<file path="config.mk">
export PLATFORM = sky130hd
export DESIGN_NAME = edo_dram_controller
export DESIGN_NICKNAME = d
export VERILOG_FILES = /design/src/edo_dram_pkg.sv /design/src/edo_dram_controller.sv
export SDC_FILE = /design/constraint.sdc
export NUM_CORES = 1
export LEC_CHECK = 0
export BUFFER_PORTS_ARGS = -buffer_cell sky130_fd_sc_hd__buf_4
export CORE_ASPECT_RATIO = 2
export CORE_MARGIN = 2
export CORE_UTILIZATION = 45
export DETAILED_ROUTE_END_ITERATION = 8
export GPL_TIMING_DRIVEN = 0
export MAX_ROUTING_LAYER = met4
export PLACE_DENSITY = 0.71
export SLEW_MARGIN = 30
export SYNTH_ARGS = -nofsm -noshare
export SYNTH_HDL_FRONTEND = slang
export SYNTH_SLANG_ARGS = --single-unit
</file>
<file path="constraint.sdc">
create_clock -name clock -period 5.9 [get_ports clock]
set_input_delay 0.295 -clock clock [delete_from_list [all_inputs] [get_ports clock]]
set_output_delay 0.295 -clock clock [all_outputs]
set_load 0.05 [all_outputs]
</file>
<file path="src/edo_dram_pkg.sv">
// Constants and carrier types for the EDO / fast page DRAM controller
package edo_dram_pkg;

   // ----------------------------------------------------------------
   // Clock and cycle timing
   // ----------------------------------------------------------------
   localparam int CLK_PERIOD_PS = 5000;
   localparam int PS_PER_NS = 1000;
   // Boot profile (18.432 MHz bus), works with fast page and EDO
   localparam int RCD_SLOW_NS = 40;
   localparam int CAS_SLOW_NS = 30;
   localparam int CP_SLOW_NS = 25;
   localparam int RP_SLOW_NS = 60;
   localparam int RASREF_SLOW_NS = 70;
   // Shortened EDO-only profile (36.864 MHz bus)
   localparam int RCD_FAST_NS = 20;
   localparam int CAS_FAST_NS = 15;
   localparam int CP_FAST_NS = 10;
   localparam int RP_FAST_NS = 40;
   localparam int RASREF_FAST_NS = 50;

   localparam logic [3:0] RCD_SLOW_CYC = 4'((RCD_SLOW_NS * PS_PER_NS
      + CLK_PERIOD_PS - 1) / CLK_PERIOD_PS);
   localparam logic [3:0] CAS_SLOW_CYC = 4'((CAS_SLOW_NS * PS_PER_NS
      + CLK_PERIOD_PS - 1) / CLK_PERIOD_PS);
   localparam logic [3:0] CP_SLOW_CYC = 4'((CP_SLOW_NS * PS_PER_NS
      + CLK_PERIOD_PS - 1) / CLK_PERIOD_PS);
   localparam logic [3:0] RP_SLOW_CYC = 4'((RP_SLOW_NS * PS_PER_NS
      + CLK_PERIOD_PS - 1) / CLK_PERIOD_PS);
   localparam logic [3:0] RASREF_SLOW_CYC = 4'((RASREF_SLOW_NS
      * PS_PER_NS + CLK_PERIOD_PS - 1) / CLK_PERIOD_PS);
   localparam logic [3:0] RCD_FAST_CYC = 4'((RCD_FAST_NS * PS_PER_NS
      + CLK_PERIOD_PS - 1) / CLK_PERIOD_PS);
   localparam logic [3:0] CAS_FAST_CYC = 4'((CAS_FAST_NS * PS_PER_NS
      + CLK_PERIOD_PS - 1) / CLK_PERIOD_PS);
   localparam logic [3:0] CP_FAST_CYC = 4'((CP_FAST_NS * PS_PER_NS
      + CLK_PERIOD_PS - 1) / CLK_PERIOD_PS);
   localparam logic [3:0] RP_FAST_CYC = 4'((RP_FAST_NS * PS_PER_NS
      + CLK_PERIOD_PS - 1) / CLK_PERIOD_PS);
   localparam logic [3:0] RASREF_FAST_CYC = 4'((RASREF_FAST_NS
      * PS_PER_NS + CLK_PERIOD_PS - 1) / CLK_PERIOD_PS);

   // ----------------------------------------------------------------
   // Configuration, decode and address mapping
   // ----------------------------------------------------------------
   localparam int WIDTH_SEL_BIT = 2;
   localparam logic WIDTH_X16 = 1'b1;
   localparam int PREFIX_HI = 31;
   localparam int PREFIX_LO = 28;
   localparam int BANK_BIT = 28;
   localparam logic [3:0] BANK0_PREFIX = 4'hC;
   localparam logic [3:0] BANK1_PREFIX = 4'hD;
   localparam logic [1:0] SIZE_BYTE = 2'h0;
   localparam logic [1:0] SIZE_HALF = 2'h1;
   localparam logic [1:0] SIZE_WORD = 2'h2;
   localparam logic [3:0] LANES_ALL = 4'hF;
   localparam logic [3:0] LANES_LO = 4'h3;
   localparam logic [3:0] LANES_HI = 4'hC;
   localparam logic [3:0] LANE_ONE = 4'h1;
   localparam logic [3:0] LANE_TWO = 4'h2;
   localparam logic [31:0] STEP_ONE = 32'h1;
   localparam logic [31:0] STEP_TWO = 32'h2;
   // Smallest page: 8 column bits
   localparam logic [31:0] PAGE_MASK_X16 = 32'h000001FF;
   localparam logic [31:0] PAGE_MASK_X32 = 32'h000003FF;
   localparam int DRA_W = 13;
   localparam int DRA_LOW_N = 8;
   localparam int COL16_BASE = 1;
   localparam int COL32_BASE = 2;
   localparam int ROW16_BASE = 9;
   localparam int ROW32_BASE = 10;
   localparam int COL16_HI_BASE = 18;
   localparam int COL32_HI_BASE = 19;
   localparam int ROW16_HI_BASE = 17;
   localparam int ROW32_HI_BASE = 18;
   localparam int HI_STRIDE = 2;
   localparam int SYS_PIN_TOP = 27;
   localparam int SYS_PIN_LOW = 15;

   // ----------------------------------------------------------------
   // Carriers
   // ----------------------------------------------------------------
   typedef struct packed {
      logic [31:0] addr;
      logic write;
      logic [1:0] size;
      logic [3:0] beats;
   } bus_req_t;

   typedef struct packed {
      logic [1:0] ras_n;
      logic [3:0] cas_n;
      logic we_n;
   } dram_ctrl_t;

   localparam dram_ctrl_t CTRL_IDLE = '{ras_n: 2'h3, cas_n: 4'hF,
      we_n: 1'b1};

endpackage

</file>
<file path="src/edo_dram_controller.sv">
// Two-bank EDO / fast page DRAM controller with CBR refresh
`timescale 1ns/1ps

module edo_dram_controller (
   input wire logic clock,
   input wire logic rst_n,
   input wire logic [31:0] sys_config_reg_two,
   input wire logic bus_fast,
   input wire logic dram_is_edo,
   input wire logic [15:0] refresh_period_reg,
   input wire logic req_valid,
   input wire edo_dram_pkg::bus_req_t req,
   input wire logic [31:0] wdata,
   output logic req_ready,
   output logic req_error,
   output logic beat_done,
   output logic [31:0] rdata,
   output edo_dram_pkg::dram_ctrl_t column_ctrl,
   output logic [27:15] sys_addr_hi,
   input wire logic [31:0] dq_in,
   output logic [31:0] dq_out,
   output logic dq_oe
);

   // ----------------------------------------------------------------
   // Declarations
   // ----------------------------------------------------------------
   typedef enum logic [2:0] {
      S_IDLE, S_ROW, S_CAS_LO, S_CAS_HI, S_PRECH, S_REF_CAS, S_REF_RAS
   } fsm_state_t;

   fsm_state_t state_reg, state_next;
   logic [3:0] timer_reg, timer_next;
   logic [31:0] addr_reg, addr_next, step;
   logic [4:0] units_reg, units_next;
   logic x16_reg, x16_next, fast_reg, fast_next, late_reg, late_next;
   logic write_reg, write_next;
   logic [1:0] size_reg, size_next;
   edo_dram_pkg::dram_ctrl_t ctrl_next;
   logic use_col_reg, use_col_next, oe_next, hi_first_reg;
   logic accept, open_row, start_col, load_wr, cap_now, err_next;
   logic ref_start, ref_pend_reg, ref_pend_next, ready_next;
   logic [15:0] ref_cnt_reg;
   logic [31:0] dq_s1_reg, dq_s2_reg;
   logic [1:0] cap_pipe_reg, half_pipe_reg, end_pipe_reg;
   logic [27:15] pin_row, pin_col;

   function automatic logic [3:0] lanes_for(input logic [1:0] size,
      input logic [1:0] a, input logic x16);
      if (x16) begin
         if (size == edo_dram_pkg::SIZE_BYTE) begin
            lanes_for = a[0] ? edo_dram_pkg::LANE_TWO
               : edo_dram_pkg::LANE_ONE;
         end else begin
            lanes_for = edo_dram_pkg::LANES_LO;
         end
      end else if (size == edo_dram_pkg::SIZE_BYTE) begin
         lanes_for = 4'(edo_dram_pkg::LANE_ONE << a);
      end else if (size == edo_dram_pkg::SIZE_HALF) begin
         lanes_for = a[1] ? edo_dram_pkg::LANES_HI
            : edo_dram_pkg::LANES_LO;
      end else begin
         lanes_for = edo_dram_pkg::LANES_ALL;
      end
   endfunction

   // A word on a 16-bit bus ends with its upper half
   function automatic logic ends_beat(input logic [1:0] size,
      input logic a1, input logic x16);
      ends_beat = !(x16 && size == edo_dram_pkg::SIZE_WORD && !a1);
   endfunction

   function automatic logic [3:0] t_rcd(input logic f);
      t_rcd = f ? edo_dram_pkg::RCD_FAST_CYC : edo_dram_pkg::RCD_SLOW_CYC;
   endfunction
   function automatic logic [3:0] t_cas(input logic f);
      t_cas = f ? edo_dram_pkg::CAS_FAST_CYC : edo_dram_pkg::CAS_SLOW_CYC;
   endfunction
   function automatic logic [3:0] t_cp(input logic f);
      t_cp = f ? edo_dram_pkg::CP_FAST_CYC : edo_dram_pkg::CP_SLOW_CYC;
   endfunction
   function automatic logic [3:0] t_rp(input logic f);
      t_rp = f ? edo_dram_pkg::RP_FAST_CYC : edo_dram_pkg::RP_SLOW_CYC;
   endfunction
   function automatic logic [3:0] t_rref(input logic f);
      t_rref = f ? edo_dram_pkg::RASREF_FAST_CYC
         : edo_dram_pkg::RASREF_SLOW_CYC;
   endfunction

   // ----------------------------------------------------------------
   // Row / column multiplexer onto the shared system address pins
   // ----------------------------------------------------------------
   // Bits above the part's capacity are simply not decoded, so small
   // parts alias through the bank space
   for (genvar k = 0; k < edo_dram_pkg::DRA_W; k++) begin : g_mux
      if (k < edo_dram_pkg::DRA_LOW_N) begin : g_lo
         assign pin_col[edo_dram_pkg::SYS_PIN_TOP - k] = x16_next
            ? addr_next[k + edo_dram_pkg::COL16_BASE]
            : addr_next[k + edo_dram_pkg::COL32_BASE];
         assign pin_row[edo_dram_pkg::SYS_PIN_TOP - k] = x16_next
            ? addr_next[k + edo_dram_pkg::ROW16_BASE]
            : addr_next[k + edo_dram_pkg::ROW32_BASE];
      end else begin : g_hi
         localparam int J = (k - edo_dram_pkg::DRA_LOW_N)
            * edo_dram_pkg::HI_STRIDE;
         assign pin_col[edo_dram_pkg::SYS_PIN_TOP - k] = x16_next
            ? addr_next[J + edo_dram_pkg::COL16_HI_BASE]
            : addr_next[J + edo_dram_pkg::COL32_HI_BASE];
         assign pin_row[edo_dram_pkg::SYS_PIN_TOP - k] = x16_next
            ? addr_next[J + edo_dram_pkg::ROW16_HI_BASE]
            : addr_next[J + edo_dram_pkg::ROW32_HI_BASE];
      end
   end

   // ----------------------------------------------------------------
   // Sequencer
   // ----------------------------------------------------------------
   always_comb begin
      state_next = state_reg;
      timer_next = (timer_reg == 4'h0) ? 4'h0 : 4'(timer_reg - 4'h1);
      addr_next = addr_reg;
      units_next = units_reg;
      x16_next = x16_reg;
      fast_next = fast_reg;
      late_next = late_reg;
      write_next = write_reg;
      size_next = size_reg;
      ctrl_next = column_ctrl;
      use_col_next = use_col_reg;
      oe_next = dq_oe;
      accept = 1'b0;
      open_row = 1'b0;
      start_col = 1'b0;
      err_next = 1'b0;
      ref_start = 1'b0;
      step = x16_reg ? ((size_reg == edo_dram_pkg::SIZE_BYTE)
         ? edo_dram_pkg::STEP_ONE : edo_dram_pkg::STEP_TWO)
         : 32'(edo_dram_pkg::STEP_ONE << size_reg);
      case (state_reg)
         S_IDLE: begin
            if (ref_pend_reg) begin
               ref_start = 1'b1;
               fast_next = bus_fast;
               ctrl_next.cas_n = 4'h0;
               timer_next = 4'(t_cp(bus_fast) - 4'h1);
               state_next = S_REF_CAS;
            end else if (req_valid && req_ready) begin
               accept = 1'b1;
               if (req.addr[edo_dram_pkg::PREFIX_HI:edo_dram_pkg::PREFIX_LO]
                  != edo_dram_pkg::BANK0_PREFIX &&
                  req.addr[edo_dram_pkg::PREFIX_HI:edo_dram_pkg::PREFIX_LO]
                  != edo_dram_pkg::BANK1_PREFIX) begin
                  err_next = 1'b1;
               end else begin
                  addr_next = req.addr;
                  x16_next = sys_config_reg_two[edo_dram_pkg::WIDTH_SEL_BIT]
                     == edo_dram_pkg::WIDTH_X16;
                  fast_next = bus_fast;
                  late_next = bus_fast || dram_is_edo;
                  write_next = req.write;
                  size_next = req.size;
                  units_next = {1'b0, (req.beats == 4'h0) ? 4'h1 : req.beats};
                  if (x16_next && req.size == edo_dram_pkg::SIZE_WORD) begin
                     units_next = 5'(units_next << 1);
                  end
                  open_row = 1'b1;
               end
            end
         end
         S_ROW: begin
            if (timer_reg == 4'h0) begin
               start_col = 1'b1;
            end
         end
         S_CAS_LO: begin
            if (timer_reg == 4'h0) begin
               ctrl_next.cas_n = 4'hF;
               timer_next = 4'(t_cp(fast_reg) - 4'h1);
               state_next = S_CAS_HI;
            end
         end
         S_CAS_HI: begin
            if (timer_reg == 4'h0) begin
               units_next = 5'(units_reg - 5'h1);
               addr_next = 32'(addr_reg + step);
               if (units_reg == 5'h1 || (addr_next & (x16_reg
                  ? edo_dram_pkg::PAGE_MASK_X16
                  : edo_dram_pkg::PAGE_MASK_X32)) == 32'h0) begin
                  ctrl_next = edo_dram_pkg::CTRL_IDLE;
                  oe_next = 1'b0;
                  timer_next = 4'(t_rp(fast_reg) - 4'h1);
                  state_next = S_PRECH;
               end else begin
                  start_col = 1'b1;
               end
            end
         end
         S_PRECH: begin
            if (timer_reg == 4'h0) begin
               if (units_reg != 5'h0) begin
                  open_row = 1'b1;
               end else begin
                  state_next = S_IDLE;
               end
            end
         end
         S_REF_CAS: begin
            if (timer_reg == 4'h0) begin
               ctrl_next.ras_n = 2'h0;
               timer_next = 4'(t_rref(fast_reg) - 4'h1);
               state_next = S_REF_RAS;
            end
         end
         S_REF_RAS: begin
            if (timer_reg == 4'h0) begin
               ctrl_next = edo_dram_pkg::CTRL_IDLE;
               timer_next = 4'(t_rp(fast_reg) - 4'h1);
               state_next = S_PRECH;
            end
         end
         default: begin
            ctrl_next = edo_dram_pkg::CTRL_IDLE;
            state_next = S_IDLE;
         end
      endcase
      if (open_row) begin
         // Bank bit keeps the two banks 256 Mbytes apart
         ctrl_next.ras_n[addr_next[edo_dram_pkg::BANK_BIT]] = 1'b0;
         use_col_next = 1'b0;
         timer_next = 4'(t_rcd(fast_next) - 4'h1);
         state_next = S_ROW;
      end
      if (start_col) begin
         ctrl_next.cas_n = ~lanes_for(size_next, addr_next[1:0],
            x16_next);
         ctrl_next.we_n = ~write_next;
         use_col_next = 1'b1;
         oe_next = write_next;
         timer_next = 4'(t_cas(fast_reg) - 4'h1);
         state_next = S_CAS_LO;
      end
      load_wr = start_col && write_next;
      cap_now = state_reg == S_CAS_HI && !write_reg && (late_reg
         ? timer_reg == 4'h0
         : hi_first_reg);
      ref_pend_next = ((ref_cnt_reg == 16'h0) && (refresh_period_reg
         != 16'h0)) || (ref_pend_reg && !ref_start);
      ready_next = state_next == S_IDLE && !ref_pend_next && !accept;
   end

   always_ff @(posedge clock or negedge rst_n) begin
      if (!rst_n) begin
         state_reg <= S_IDLE;
         timer_reg <= 4'h0;
         addr_reg <= 32'h0;
         units_reg <= 5'h0;
         x16_reg <= 1'b0;
         fast_reg <= 1'b0;
         late_reg <= 1'b0;
         write_reg <= 1'b0;
         size_reg <= 2'h0;
         use_col_reg <= 1'b0;
         hi_first_reg <= 1'b0;
      end else begin
         state_reg <= state_next;
         timer_reg <= timer_next;
         addr_reg <= addr_next;
         units_reg <= units_next;
         x16_reg <= x16_next;
         fast_reg <= fast_next;
         late_reg <= late_next;
         write_reg <= write_next;
         size_reg <= size_next;
         use_col_reg <= use_col_next;
         hi_first_reg <= state_next == S_CAS_HI && state_reg != S_CAS_HI;
      end
   end

   // ----------------------------------------------------------------
   // Pin drivers
   // ----------------------------------------------------------------
   always_ff @(posedge clock or negedge rst_n) begin
      if (!rst_n) begin
         column_ctrl <= edo_dram_pkg::CTRL_IDLE;
         sys_addr_hi <= 13'h0;
         dq_oe <= 1'b0;
         dq_out <= 32'h0;
      end else begin
         column_ctrl <= ctrl_next;
         sys_addr_hi <= use_col_next ? pin_col : pin_row;
         dq_oe <= oe_next;
         if (load_wr) begin
            if (x16_next) begin
               dq_out <= {16'h0, addr_next[1] ? wdata[31:16] : wdata[15:0]};
            end else begin
               dq_out <= wdata;
            end
         end
      end
   end

   // ----------------------------------------------------------------
   // Refresh interval counter
   // ----------------------------------------------------------------
   // A period of zero stops refresh altogether
   always_ff @(posedge clock or negedge rst_n) begin
      if (!rst_n) begin
         ref_cnt_reg <= 16'h0;
         ref_pend_reg <= 1'b0;
      end else begin
         ref_cnt_reg <= (ref_cnt_reg == 16'h0) ? refresh_period_reg
            : 16'(ref_cnt_reg - 16'h1);
         ref_pend_reg <= ref_pend_next;
      end
   end

   // ----------------------------------------------------------------
   // Read capture and requester handshake
   // ----------------------------------------------------------------
   // Capture strobe is delayed to line up with the two-stage sync
   always_ff @(posedge clock or negedge rst_n) begin
      if (!rst_n) begin
         dq_s1_reg <= 32'h0;
         dq_s2_reg <= 32'h0;
         cap_pipe_reg <= 2'h0;
         half_pipe_reg <= 2'h0;
         end_pipe_reg <= 2'h0;
         rdata <= 32'h0;
      end else begin
         dq_s1_reg <= dq_in;
         dq_s2_reg <= dq_s1_reg;
         cap_pipe_reg <= {cap_pipe_reg[0], cap_now};
         half_pipe_reg <= {half_pipe_reg[0], addr_reg[1]};
         end_pipe_reg <= {end_pipe_reg[0],
            ends_beat(size_reg, addr_reg[1], x16_reg)};
         if (cap_pipe_reg[1]) begin
            if (!x16_reg) begin
               rdata <= dq_s2_reg;
            end else if (half_pipe_reg[1]) begin
               rdata[31:16] <= dq_s2_reg[15:0];
            end else begin
               rdata[15:0] <= dq_s2_reg[15:0];
            end
         end
      end
   end

   always_ff @(posedge clock or negedge rst_n) begin
      if (!rst_n) begin
         req_ready <= 1'b0;
         req_error <= 1'b0;
         beat_done <= 1'b0;
      end else begin
         req_ready <= ready_next;
         req_error <= err_next;
         beat_done <= (load_wr && ends_beat(size_next, addr_next[1],
            x16_next)) || (cap_pipe_reg[1] && end_pipe_reg[1]);
      end
   end

endmodule // edo_dram_controller

</file>
## Yosys cells after proc, flatten, opt, wreduce, memory -nomap -nowiden

Cells that the tools add are included.

| storage, ports and cells | value |
|---|---|
| word-level logic and storage cells | 270 |
| bits in registers | 227 |
| input bits | 156 |
| output and inout bits | 88 |

| operators by class | value |
|---|---|
| equality and inequality tests | 28 |
| muxes and demuxes | 137 |
| reduce and logical (&&, ||, !) cells | 54 |
| shift operators | 2 |
| add/sub/neg operators | 10 |
| $lt $le $gt $ge | 2 |
| bitwise operators | 7 |

Operators by type and width:

| operator | number |
|---|---|
| two-way mux 32 bit | 7 |
| two-way mux 4 bit | 18 |
| two-way mux 16 bit | 4 |
| one-hot mux 32 bit (2 select lines) | 1 |
| two-way mux 1 bit | 63 |
| two-way mux 3 bit | 15 |
| one-hot mux 4 bit (5 select lines) | 2 |
| adder 32 bit | 1 |
| AND 32 x 10 -> 32 bit | 1 |
| logical NOT 32 bit | 1 |
| << shifter 1 x 2 -> 32 bit, first input constant | 1 |
| two-way mux 5 bit | 6 |
| two-way mux 7 bit | 3 |
| one-hot mux 3 bit (7 select lines) | 1 |
| logical AND 1 bit | 18 |
| two-way mux 2 bit | 9 |
| logical NOT 16 bit | 1 |
| nonzero test 16 bit | 1 |
| subtractor 16 x 1 -> 16 bit, second input constant | 1 |
| subtractor 4 x 1 -> 4 bit, second input constant | 4 |
| inequality test 3 bit, second input constant | 5 |
| two-way mux 13 bit | 1 |
| subtractor 3 x 1 -> 4 bit, second input constant | 3 |
| two-way mux 10 bit | 1 |
| other kinds (38) | 72 |

## Depth between registers and ports, before layout

Gate-level depths: netlist (run 1).

| depth | value |
|---|---|
| word-level depth | 15 |
| depth in mapped cells | 12 |
| depth with buffers taken out | 10 |

## Worst setup path after synthesis (run 1)

No wires, ideal clock.

| timing | value |
|---|---|
| kind | reg2reg |
| start point | register x16_reg |
| end point | register sys_addr_hi[21] (netlist bit) |
| path slack | 2.570 ns |
| path buffers | 2 |
| setup time | 0.124 ns |
| data required time | 5.776 ns |
| clock period less this slack | 3.330 ns |
| cell stages (with the launch flop) | 13 |
| arrival time | 3.205 ns |
| cells stage by stage | dfrtp_1 > buf_1 > nand2_1 > o21ai_0 > fa_1 > a211oi_2 > nor3_1 > o32a_1 > a2111o_1 > a31o_2 > buf_2 > a211oi_1 > nor2_1 |

| between the ends | value |
|---|---|
| cells in the longest elaborated chain, start to end | 10 |
| elaborated cells between the ends (all ways) | 19 |
| those cells by class | 1 x add/sub; 15 x mux; 1 x bitwise; 2 x reduce/logical |

Ends and longest elaborated chain:

| what | line | RTL |
|---|---|---|
| start, declared | edo_dram_controller.sv:36 | `logic x16_reg, x16_next, fast_reg, fast_next, late_reg, late_next;` |
| start signal, assigned | edo_dram_controller.sv:269 | `x16_reg <= x16_next;` |
| two-way mux 32 bit | edo_dram_controller.sv:136 | `step = x16_reg ? ((size_reg == edo_dram_pkg::SIZE_BYTE)` |
| adder 32 bit | edo_dram_controller.sv:185 | `addr_next = 32'(addr_reg + step);` |
| AND 32 x 10 -> 32 bit | edo_dram_controller.sv:186 | `if (units_reg == 5'h1 \|\| (addr_next & (x16_reg` |
| logical NOT 32 bit | edo_dram_controller.sv:186 |  |
| logical OR 1 bit | edo_dram_controller.sv:186 |  |
| two-way mux 1 bit | edo_dram_controller.sv:186 |  |
| two-way mux 1 bit | edo_dram_controller.sv:183 | `if (timer_reg == 4'h0) begin` |
| one-hot mux 1 bit (2 select lines) | edo_dram_controller.sv:139 | `case (state_reg)` |
| two-way mux 1 bit | edo_dram_controller.sv:233 | `if (start_col) begin` |
| two-way mux 13 bit * | edo_dram_controller.sv:290 | `sys_addr_hi <= use_col_next ? pin_col : pin_row;` |
| end signal, assigned | edo_dram_controller.sv:290 |  |
| end, declared | edo_dram_controller.sv:19 | `output logic [27:15] sys_addr_hi,` |

Mark *: on every way between the ends. The rest lies on a longest branch, timed or not. The select of a mux whose other input is x is not followed.
A chain may end at the register's enable or synchronous reset.

## Final worst setup path (run 1)

| timing | value |
|---|---|
| start point | register x16_reg |
| end point | register sys_addr_hi[27] (netlist bit) |

| between the ends | value |
|---|---|
| cells in the longest elaborated chain, start to end | 10 |
| elaborated cells between the ends (all ways) | 19 |
| those cells by class | 1 x add/sub; 15 x mux; 1 x bitwise; 2 x reduce/logical |

Ends and longest elaborated chain:

| what | line | RTL |
|---|---|---|
| two-way mux 32 bit | edo_dram_controller.sv:136 |  |
| adder 32 bit | edo_dram_controller.sv:185 |  |
| AND 32 x 10 -> 32 bit * | edo_dram_controller.sv:186 |  |
| logical NOT 32 bit * | edo_dram_controller.sv:186 |  |
| logical OR 1 bit * | edo_dram_controller.sv:186 |  |
| two-way mux 1 bit * | edo_dram_controller.sv:186 |  |
| two-way mux 1 bit * | edo_dram_controller.sv:183 |  |
| one-hot mux 1 bit (2 select lines) * | edo_dram_controller.sv:139 |  |
| two-way mux 1 bit * | edo_dram_controller.sv:233 |  |
| via use_col_next | edo_dram_controller.sv:40 | `logic use_col_reg, use_col_next, oe_next, hi_first_reg;` |
| two-way mux 13 bit * | edo_dram_controller.sv:290 |  |

Mark *: on every way through the listed nets, which the timed path passes. The rest lies on a longest branch. The select of a mux whose other input is x is not followed.

==> flow_results.org, run 1 <==
** Run status
- Status :: completed

** Setup path
- Delay of the slowest cell on the worst path :: 0.61 ns
- The signal on the critical path passes through buf_1, nand2_1, o21ai_0, fa_1, a211oi_2, nor2_2, o21ai_0, a2111o_1, a31oi_4, buf_6, nand2_4, a311oi_1.
- Data on the critical path is required at its endpoint by 6.28 ns.
- The worst setup path is launched from a flop.
- Path type of the worst setup path :: flop to flop
- WP data arrival :: 4.66 ns
- The cell that appears most often on the critical path is sky130_fd_sc_hd__o21ai_0.
- Kind of end point of the critical path :: flop
- The largest individual stage delay along the critical path comes from the cell sky130_fd_sc_hd__buf_1.
- Worst Path Max Fanout :: 10

** Placement
- Placed standard-cell area :: 12600 µm²
- GP Congestion :: 0.979
- Port bufs :: 212
- Total half-perimeter wirelength after legalization and detailed placement :: 25.1 mm

** Detailed routing
- Iteration-0 DRC Markers :: 647
- In the routed layout, each cell is associated on average with a via count of 5.88.
- The first TritonRoute pass finished after 5 iterations.
- Final ANT Viol Nets :: 0
- The final route contains 9542 vias.
- Post-DR wirelength/cell :: 20.9 µm
- In the routed design, unresolved DRC markers number 0.
- After detailed routing, the total wire length is 33.9 mm.

** GRT
- Entering global routing, the biggest net connects 93 pins.
- For this run the aggregate overflow at the end of global routing stands at 0.
- Global Route Usage Sum :: 28.0%
- Antenna violations before repair :: 0
- Number of global-route vias before repair :: 9849
- First-pass GRT wire length :: 53.1 mm

** Run
- Across the run, the number of max-cap violations was 0.

** Clock network
- Buffer count from post-CTS setup fixing :: 0
- Clk buf depth :: 3
- Register clock-pin slew on the reported worst setup and hold paths :: 0.07 ns
- At the later pin of the worst-skew pair, clock insertion delay measures 0.54 ns.
- TritonCTS built the clock tree.
- CTS placed an instance of sky130_fd_sc_hd__clkbuf_16 at the clock tree root.
- The number of clock buffers added by TritonCTS is 21.
- Maximum level of the CTS H-tree :: 1
- For this design, the sink count on the clock tree is 224.

** STA
- For the final routed database, the setup TNS stands at 0 ns.
- Slew Limit Headroom :: 34.7%
- The final critical path takes up 72.5% of the cycle.
- Skew final :: 0.0359 ns
- On the final layout, the worst hold slack is 0.00622 ns.
- Final Max Slew Viols :: 0
- Final Hold Vio Count :: 0
- Highest clock frequency the design can meet :: 234 MHz
- RSZ-0062 raised after global routing :: false
- Setup violators final :: 0
- Final critical path time including I/O delays and setup :: 4.28 ns
- Slew at the pin closest to its max-slew limit :: 0.974 ns

** Pwr
- Summed over all cells, the static leakage comes to 6.48 nW.
- For this design the total switching power over the nets is 2.71 mW.
- VDD sags by at most 0.342 mV.
- Share of total power in sequential cells :: 33.2%
- Total power for the finished layout comes to 6.49 mW.
- Internal power contribution :: 3.77 mW
- Power density over the cells :: 472 nW/µm²
- Of the total power, the clock network draws 24.5%.
- Sw Ratio :: 41.8%
- Part of the total power dissipated in combinational logic :: 42.3%

** Logic synthesis
- Flop and latch count out of synthesis :: 224
- For this run, the number of Yosys warnings is 0.
- Yosys mapped a number of flops with a built-in enable equal to 0.
- Area of the mapped netlist :: 10600 µm²
- Synth Area per Inst :: 10.0 µm²
- The most used flip-flop cell after synthesis is sky130_fd_sc_hd__dfrtp_1.
- The synthesized netlist contains 82 unique library cells.
- Counting flops with an async set or reset pin after synthesis yields a share of 100%.
- Seq/Total Area, Yosys :: 53.1%
- Synthesis handed over a netlist of 1055 instances.
- Synthesized Nets :: 1223

** Final layout
- Cells with a size suffix above 1 make up 23.3% of the layout.
- Utilization after layout :: 59.1%
- The number of antenna diodes in the final layout is 0.
- Counting the fill cells in the layout gives 2025.
- Most common library cell in the layout ignoring fill and taps :: sky130_fd_sc_hd__dfrtp_1
- Fin area :: 13700 µm²
- Area growth, synth to finish :: 29.9%
- Registers take 5610 µm².
- Most frequent cells in the layout :: sky130_fd_sc_hd__dfrtp_1 (217), sky130_fd_sc_hd__buf_4 (213), sky130_fd_sc_hd__o21ai_0 (117)
- The multi-input combinational cells in the finished layout cover a total of 4530 µm².
- Net count reported at finish :: 1494

** Floorplanning
- In this run the standard cell core region covers 23200 µm².
- Height of the die :: 221 µm
- Width of the die :: 112 µm
- Once the floorplan was initialized, standard cells occupied 45.5% of the core.
- Std-Cell Rows :: 79
- I/O pin total :: 244
- The die covers 24800 µm².

** Min path
- Classification of the worst-slack hold path :: input pin to flop
## logic make-up (layout without fill, tap and decap cells)
kind of cell    after synthesis  after routing  synth area share, %
simple gates                324            324                 15.2
flops                       224            224                 53.1
compound gates              312            312                 18.9
fa+ha+maj                    12             12                 1.49
mux                          61             61                 5.99
xor+xnor                     15             15                 1.24
buf+inv                     107            393                 4.15
## path summary, 6_finish.rpt
path                                   end           from  cells past startpoint  slack [ns]
min in group asynchronous         rdata[8]          rst_n                      2        0.27
hold / removal                  dq_out[24]      wdata[24]                      3       0.006
hold reg to reg              dq_s2_reg[11]  dq_s1_reg[11]                      0        0.35
setup / recovery           sys_addr_hi[27]        x16_reg                     12        1.62
max in group asynchronous   column_ctrl[1]          rst_n                      3        4.80
setup reg to reg           sys_addr_hi[27]        x16_reg                     12        1.62
## critical path, delay by kind of cell, from the launching register on
| family | cells | cell delay (ns) |
|---|---|---|
| AO/OA/AOI/OAI | 6 | 1.87 |
| buffers and inverters | 2 | 0.86 |
| flip-flops | 1 | 0.39 |
| AND/OR/NAND/NOR | 3 | 0.71 |
| adder cells (fa/ha/maj) | 1 | 0.30 |
## Yosys cell counts (18+ instances only)
library cell / instances / area (µm²)
sky130_fd_sc_hd__nor2_1: 62 / 233
sky130_fd_sc_hd__a21oi_1: 56 / 280
sky130_fd_sc_hd__nand3_1: 35 / 175
sky130_fd_sc_hd__inv_1: 41 / 154
sky130_fd_sc_hd__o21ai_0: 117 / 586
sky130_fd_sc_hd__nand4_1: 23 / 144
sky130_fd_sc_hd__clkbuf_1: 41 / 154
sky130_fd_sc_hd__nor3_1: 24 / 120
sky130_fd_sc_hd__mux2i_1: 43 / 430
sky130_fd_sc_hd__mux2_2: 18 / 203
sky130_fd_sc_hd__dfrtp_1: 217 / 5430
sky130_fd_sc_hd__o211ai_1: 24 / 180
sky130_fd_sc_hd__nand2_1: 106 / 398
## per-layer routing
layer / track usage (%) / up-vias / part of all wire, %
met3: 3.18 / 156 / 5.2
li1: - / 4390 / -
met5: - / - / 0
met4: 18.5 / 0 / 7.5
met2: 50.0 / 388 / 54
met1: 28.3 / 4608 / 33
## area by class of cell
type,instances,area share [%]
clock inverters,11,1.58
plain buffers,64,2.02
repair buffers,248,14.5
multi-input cells,724,33.0
inverters,43,1.18
flip-flops and latches,224,40.9
well taps,283,2.58
clock buffers,27,4.28
## repair_timing
| item | CTS | global route |
|---|---|---|
| endpoints found under the hold margin | 82 | 0 |
| gates resized for setup | 0 | 0 |
| hold buffers | 34 | 0 |
## power by group through the flow
stage / Combinational (mW) / Sequential, mW / Clock [mW]
2_1_floorplan: 1.27 / 2.69 / 0
3_3_place_gp: 2.66 / 2.16 / 0
3_5_place_dp: 2.69 / 2.18 / 0
4_1_cts: 2.72 / 2.15 / 1.62
5_1_grt: 2.94 / 2.19 / 1.68
6_report: 2.74 / 2.16 / 1.59
## stage by stage
step / cells / worst slack, ns
after global routing: 1624 / 1.40
after floorplan: 1055 / 2.57
after CTS: 1624 / 1.66
after detailed placement: 1552 / 1.69
final: 1624 / 1.62
after global placement: 1550 / 1.67
(Power assumes the default switching activity.)
==> run 2: changes to the inputs <==
PLACE_DENSITY = 0.73   (was 0.71)
clock period = 3.6 ns   (was 5.9 ns; I/O delays follow)
==> flow_results.org, run 2 (synthesis results as in run 1) <==
** Run status
- Status :: completed

** STA
- Setup Total Neg Slack :: 0 ns (unchanged)
- The count of final max-slew check failures came to 0 (unchanged).
- The transition time of the tightest slew-check pin came to 0.983 ns (+0.00884 ns).
- Final worst path period share :: 96.2% (+24 points)
- Setup repair after global routing left no endpoint under its margin.
- Worst Setup Slack, final :: 0.135 ns (-1.49 ns)
- The hold violation count in the final report came to 0 (unchanged).
- The final clock skew is 0.0229 ns (-0.0129 ns).
- The worst-case hold slack was 0.0268 ns (+0.0206 ns).
- The time the final worst path needs with I/O delays and setup was 3.46 ns (-0.812 ns).
- The final count of negative-setup-slack endpoints was 0 (unchanged).
- Highest clock frequency the design can meet :: 289 MHz (+23%)
- The headroom to the max-slew limit was 34.1% (-0.59 points).

** Placement
- The worst setup slack after placement was -0.537 ns (-2.23 ns).
- The placed cell area is 12600 µm² (unchanged).
- The post-placement cell count came to 1552 (unchanged).
- Port bufs :: 212 (unchanged)
- Total half-perimeter wirelength after legalization and detailed placement :: 25.3 mm (+0.60%)
- GP Congestion :: 0.971 (-0.85%)

** Pwr
- Maximum VDD drop :: 0.674 mV (+97%)
- The sequential cell fraction of total power was 32.8% (-0.4 points).
- Clock network power share :: 23.5% (-1.0 points)
- Part of the total power dissipated in combinational logic :: 43.7% (+1.4 points)
- The overall power consumption is 10.8 mW (+66%).
- Sw Ratio :: 42.5% (+0.70 points)
- Power density over the cells :: 738 nW/µm² (+56%)
- Internal power contribution :: 6.19 mW (+64%)
- The static leakage came to 6.84 nW (+5.5%).
- The switching power of the nets was 4.58 mW (+69%).

** GRT
- Antenna violations before repair :: 2 (+2)
- First-pass GRT wire length :: 55.6 mm (+4.7%)
- The number of global-route vias before repair came to 10619 (+7.8%).
- Global Route Usage Sum :: 29.2% (+1.2 points)
- Maximum number of pins on one net before global-route repair :: 82 (-12%)
- The remaining global-route overflow was 0 (unchanged).

** Floorplanning
- The placeable core area is 23200 µm² (unchanged).
- The initial core utilization was 45.5% (unchanged).
- I/O pin total :: 244 (unchanged)
- Width of the die :: 112 µm (unchanged)
- Std-Cell Rows :: 79 (unchanged)
- Die footprint :: 24800 µm² (unchanged)
- Height of the die :: 221 µm (unchanged)

** Setup path
- The endpoint identified for the worst register-to-register timing path is sys_addr_hi[20].
- Top cell by count, worst path :: sky130_fd_sc_hd__clkbuf_1
- Top delay family on crit path :: simple AND/OR/NAND/NOR gates
- STA classifies the critical path endpoint as a flop.
- Worst Path Max Fanout :: 10 (unchanged)
- The critical path goes through clkbuf_1, or2_2, nor3_4, mux2i_2, clkbuf_1, nand3_1, a22oi_1, nor2_1.
- Nature of the critical path startpoint :: flop
- WP data arrival :: 3.87 ns (-0.79 ns)
- The largest incremental delay on the critical path was 0.71 ns (+0.10 ns).
- In this run the critical register-to-register path is launched from ref_pend_reg.
- The critical path data required time was 4.01 ns (-2.27 ns).
- Path type of the worst setup path :: flop to flop
- Depth of the most critical reg-to-reg path :: 8 (-4)
- Reg-to-reg setup timing slack :: 0.14 ns (-1.49 ns)
- Crit path buf inv count :: 2 (unchanged)
- Critical path's slowest cell :: sky130_fd_sc_hd__clkbuf_1

** Clock network
- Register clock-pin slew on the reported worst setup and hold paths :: 0.07 ns (about the same)
- The H-tree depth reported by CTS was 1 (unchanged).
- The number of sinks driven by the clock tree was 224 (unchanged).
- Root buffer selected by CTS :: sky130_fd_sc_hd__clkbuf_16
- CTS tree :: done
- The number of buffers created by CTS was 22 (+4.8%).
- Clk_lat worst skew :: 0.54 ns (about the same)
- The deepest clock path buffer count came to 3 (unchanged).

** Final layout
- Fin area :: 14600 µm² (+6.2%)
- Utilization after layout :: 62.8% (+3.7 points)
- Leaving out fill and tap cells, the most frequent cells in the layout are sky130_fd_sc_hd__buf_4 (222), sky130_fd_sc_hd__dfrtp_1 (217), sky130_fd_sc_hd__o21ai_0 (116).
- Area growth, synth to finish :: 38.0%
- The library cell used most frequently in the layout, excluding fill and tap cells, is sky130_fd_sc_hd__buf_4.
- Net count reported at finish :: 1575 (+5.4%)
- The non-filler instance count after layout came to 1707 (+5.1%).
- Fraction of final layout cells with drive strength greater than 1 :: 23.3% (+0.065 points)

** Detailed routing
- The via count was 10105 (+5.9%).
- Iteration-0 DRC Markers :: 646 (-0.15%)
- The average via count per standard cell came to 5.92 (+0.75%).
- Final ANT Viol Nets :: 0 (unchanged)
- The total wire length was 36.0 mm (+6.4%).
- Total iterations of the first detailed-routing run :: 7 (+2)
- Post-DR wirelength/cell :: 21.1 µm (+1.2%)
- The DRC violation count after routing was 0 (unchanged).

** Min path
- Min-Delay Endpoint :: size_reg[1]
- The number of cells traversed by the worst hold path came to 3 (unchanged).
- Classification of the worst-slack hold path :: input pin to flop
- The startpoint identified for the worst hold timing path is req[5].

** Run
- Max-Cap Viols :: 0 (unchanged)
-- run 2: timing repair --
item / 4_1_cts / 5_1_grt
setup buffers: 4 / 2
resized for setup: 14 / 10
endpoints found under the hold margin: 171 / 0
pin swaps: 4 / 6
setup endpoints to repair: 61 / 47
hold buffers: 108 / 0
-- run 2: cell type report --
cell class	count	area [µm²]
Antenna cell	1	2.50
Timing Repair Buffer	328	2790
Clock buffer	24	578
Inverter	43	161
Sequential cell	224	5610
Fill cell	1851	8640
Buffer	64	303
Clock inverter	16	210
Tap cell	283	354
Multi-Input combinational cell	724	4570
-- run 2: worst max-delay path by stage --
stage                      start              end  depth (start not counted)
CTS                 ref_pend_reg       dq_out[26]                          8
detailed placement       x16_reg       dq_out[25]                         12
global route             x16_reg  sys_addr_hi[18]                         11
global placement         x16_reg  sys_addr_hi[18]                         12
finish              ref_pend_reg  sys_addr_hi[20]                          8
floorplan                x16_reg  sys_addr_hi[21]                         12
-- run 2: worst register-to-register path: stages (launching register included) --
cell                       delay [ns]
sky130_fd_sc_hd__dfrtp_1         0.36
sky130_fd_sc_hd__clkbuf_1        0.24
sky130_fd_sc_hd__or2_2           0.41
sky130_fd_sc_hd__nor3_4          0.45
sky130_fd_sc_hd__mux2i_2         0.61
sky130_fd_sc_hd__clkbuf_1        0.71
sky130_fd_sc_hd__nand3_1         0.21
sky130_fd_sc_hd__a22oi_1         0.28
sky130_fd_sc_hd__nor2_1          0.09
-- run 2: power by group through the flow --
stage	combinational, mW	clock, mW	sequential, mW
after floorplan	2.08	0	4.40
after global placement	4.35	0	3.54
after detailed placement	4.40	0	3.56
after CTS	4.59	2.55	3.52
after global routing	5.01	2.65	3.60
final	4.71	2.53	3.53
-- run 2: routing by layer --
| metal | wire, µm | GRT usage [%] | share of wire [%] | vias up |
|---|---|---|---|---|
| met2 | 19500 | 53.1 | 54 | 487 |
| met1 | 11800 | 27.9 | 33 | 4891 |
| met5 | 0 | - | 0 | - |
| met3 | 2040 | 4.27 | 5.7 | 180 |
| met4 | 2750 | 19.7 | 7.6 | 0 |
| li1 | - | - | - | 4547 |
==> run 3: changes to the inputs <==
SETUP_SLACK_MARGIN = 0.2   (was default)
==> flow_results.org, run 3 (synthesis results as in run 1) <==
** Detailed routing
- Total number of vias :: 10105 (unchanged)
- The average routed wire per standard cell is 21.1 µm (-0.11%).
- Post-detailed-route via-to-cell ratio :: 5.90 (-0.29%)
- Final ANT Viol Nets :: 0 (unchanged)
- Number of remaining DRC errors :: 0 (unchanged)
- The count of routing violations after the opening detailed-route iteration is 602 (-6.8%).
- The total wire length is 36.1 mm (+0.19%).
- Total iterations of the first detailed-routing run :: 5 (-2)

** Final layout
- Final std cells w/o fill :: 1712 (+0.29%)
- Net count reported at finish :: 1580 (+0.32%)
- Utilization after layout :: 63.3% (+0.52 points)
- Compared with the post-synthesis result, the final layout area differs by 39.1%.
- Number of inserted filler cells in the final layout :: 1835 (-0.86%)
- The library cells used most frequently in the layout, excluding fill and tap cells, are sky130_fd_sc_hd__buf_4 (225), sky130_fd_sc_hd__dfrtp_1 (216), sky130_fd_sc_hd__o21ai_0 (116).
- Fin area :: 14700 µm² (+0.83%)
- The library cell used most frequently in the layout, excluding fill and tap cells, is sky130_fd_sc_hd__buf_4.
- The storage element area is 5620 µm² (about the same).
- The multi-input logic area was 4630 µm² (+1.2%).
- The share of cells above drive strength 1 was 24.3% (+0.97 points).

** Setup path
- The critical path data required time was 4.02 ns (about the same).
- Kind of end point of the critical path :: flop
- In this run the critical register-to-register path is captured at dq_out[12].
- The signal on the critical path passes through inv_1, ha_1, or3b_1, clkbuf_1, nor2_1, nor2_1, a21oi_2, inv_1, nand2_4, buf_6, mux2i_1, o21ai_0.
- Start point of the critical path :: timer_reg[0]
- Depth of the most critical reg-to-reg path :: 12 (+4)
- Reg-to-reg setup timing slack :: 0.25 ns (+0.11 ns)
- Critical path's slowest cell :: sky130_fd_sc_hd__dfrtp_1
- The worst setup path is of the flop to flop kind.
- Start of the worst register-to-register path :: timer_reg[0]
- The worst setup path is launched from a flop.
- The signal arrival time at the worst endpoint is 3.77 ns (-0.10 ns).
- Worst Path Max Fanout :: 10 (unchanged)
- The largest incremental delay on the critical path came to 0.41 ns (-0.30 ns).

** STA
- The worst-case hold slack is 0.0197 ns (-0.00711 ns).
- The final clock skew came to 0.0191 ns (-0.00382 ns).
- Slew at the pin closest to its max-slew limit :: 0.954 ns (-0.0290 ns)
- Final worst path period share :: 93.1% (-3.1 points)
- Setup violators final :: 0 (unchanged)
- Slew Limit Headroom :: 36.0% (+1.9 points)
- The count of final max-slew check failures came to 0 (unchanged).
- Setup repair after global routing left no endpoint under its margin.
- Final Hold Vio Count :: 0 (unchanged)
- Final critical path time including I/O delays and setup :: 3.35 ns (-0.113 ns)
- The fmax came to 298 MHz (+3.4%).

** Pwr
- The total power per unit cell area is 739 nW/µm² (about the same).
- The static leakage is 6.90 nW (+0.89%).
- Part of the total power dissipated in combinational logic :: 44.3% (+0.6 points)
- Sw Ratio :: 42.5% (-0.068 points)
- The share of power burned in the clock network came to 23.2% (-0.3 points).
- Internal power contribution :: 6.25 mW (+1.0%)
- The switching power of the nets came to 4.61 mW (+0.73%).
- The worst voltage drop across the vdd grid came to 0.686 mV (+1.7%).
- The sequential cell fraction of total power came to 32.6% (-0.2 points).

** Clock network
- Maximum level of the CTS H-tree :: 1 (unchanged)
- The clock-pin slew on the worst setup and hold paths was 0.07 ns (about the same).
- The number of sinks driven by the clock tree came to 224 (unchanged).
- Root buffer selected by CTS :: sky130_fd_sc_hd__clkbuf_16
- Clk_lat worst skew :: 0.54 ns (about the same)
- The number of buffers created by CTS was 22 (unchanged).
- Clk buf depth :: 3 (unchanged)
- CTS tree :: done

** Floorplanning
- The I/O pin count came to 244 (unchanged).
- Die footprint :: 24800 µm² (unchanged)
- The initial core utilization was 45.5% (unchanged).
- Width of the die :: 112 µm (unchanged)
- Std-Cell Rows :: 79 (unchanged)
- Area inside the core boundary :: 23200 µm² (unchanged)
- Height of the die :: 221 µm (unchanged)

** Placement
- The post-placement cell count was 1552 (unchanged).
- GP Congestion :: 0.971 (unchanged)
- Placed standard-cell area :: 12600 µm² (unchanged)
- Port bufs :: 212 (unchanged)
- The HPWL reported at the end of detailed placement was 25.3 mm (unchanged).

** GRT
- Global Route Usage Sum :: 29.3% (about the same)
- Maximum number of pins on one net before global-route repair :: 82 (unchanged)
- The initial antenna violation count was 2 (unchanged).
- Overflow left after global routing :: 0 (unchanged)
- The number of global-route vias before repair is 10634 (+0.14%).
- The global-route wire length before repair is 55.7 mm (+0.25%).

** Run
- Max-Cap Viols :: 0 (unchanged)

** Min path
- Number of stages on the worst hold path :: 4 (+1)
- For hold timing, the worst endpoint is addr_reg[20].
- Classification of the worst-slack hold path :: input pin to flop
- Worst Hold Launch :: req[27]

** Run status
- Status :: completed
-- run 3: cell count changes in the layout (fill, tap and decap cells not counted), sizes merged --
cell	previous run	this run
buf	243	248
dlygate4sd3	108	107
clkbuf	65	66
-- run 3: what timing repair did --
| action | CTS | global route |
|---|---|---|
| hold buffers | 107 | 0 |
| gates resized for setup | 25 | 17 |
| endpoints found under the setup margin | 64 | 49 |
| gates cloned | 0 | 0 |
| setup buffers | 8 | 4 |
| pin swaps | 5 | 6 |
| endpoints found under the hold margin | 171 | 0 |
-- run 3: worst max path at each step --
| stage | endpoint | slack [ns] | cells after the start |
|---|---|---|---|
| after floorplan | sys_addr_hi[21] | 0.27 | 12 |
| final | dq_out[12] | 0.25 | 12 |
| after global placement | sys_addr_hi[18] | -0.54 | 12 |
| after detailed placement | dq_out[25] | -0.54 | 12 |
| after CTS | column_ctrl[4] | 0.21 | 12 |
| after global routing | sys_addr_hi[25] | 0.19 | 11 |
-- run 3: routing by layer --
layer  up-vias  GRT usage (%)  part of all wire, %  wire, µm
met5         -              -                    0         0
met4         0           18.8                  7.6      2730
met3       177           3.75                  5.5      1970
met2       479           53.8                   54     19600
met1      4884           28.1                   33     11800
li1       4565              -                    -         -
-- run 3: layout make-up --
type | instances | area share, %
Clock inverter | 16 | 1.43
Sequential cell | 224 | 38.2
Clock buffer | 24 | 3.93
Inverter | 43 | 1.10
Buffer | 64 | 2.17
Antenna cell | 1 | 0.0170
Multi-Input combinational cell | 724 | 31.5
Timing Repair Buffer | 333 | 19.3
Tap cell | 283 | 2.41
-- run 3: through the flow --
stage | setup slack [ns] | TNS, ns | power, mW
floorplan | 0.270 | 0 | 6.48
global placement | -0.545 | -22.45 | 7.89
detailed placement | -0.537 | -22.31 | 7.97
CTS | 0.215 | 0 | 10.7
global route | 0.190 | 0 | 11.4
finish | 0.248 | 0 | 10.9
-- run 3: worst max-delay path: cells and delay by family, from the launching register on --
kind / cells / cell delay (ns)
and+or+nand+nor: 4 / 1.08
muxes: 1 / 0.30
DFF: 1 / 0.41
adders and majority gates: 1 / 0.20
buffers and inverters: 4 / 0.76
AOI/OAI and AO/OA: 2 / 0.46
-- run 3: power groups by stage --
stage	sequential, mW	clock, mW	combinational, mW
after floorplan	4.40	0	2.08
after global placement	3.54	0	4.35
after detailed placement	3.56	0	4.40
after CTS	3.52	2.55	4.66
after global routing	3.60	2.65	5.11
final	3.54	2.52	4.81
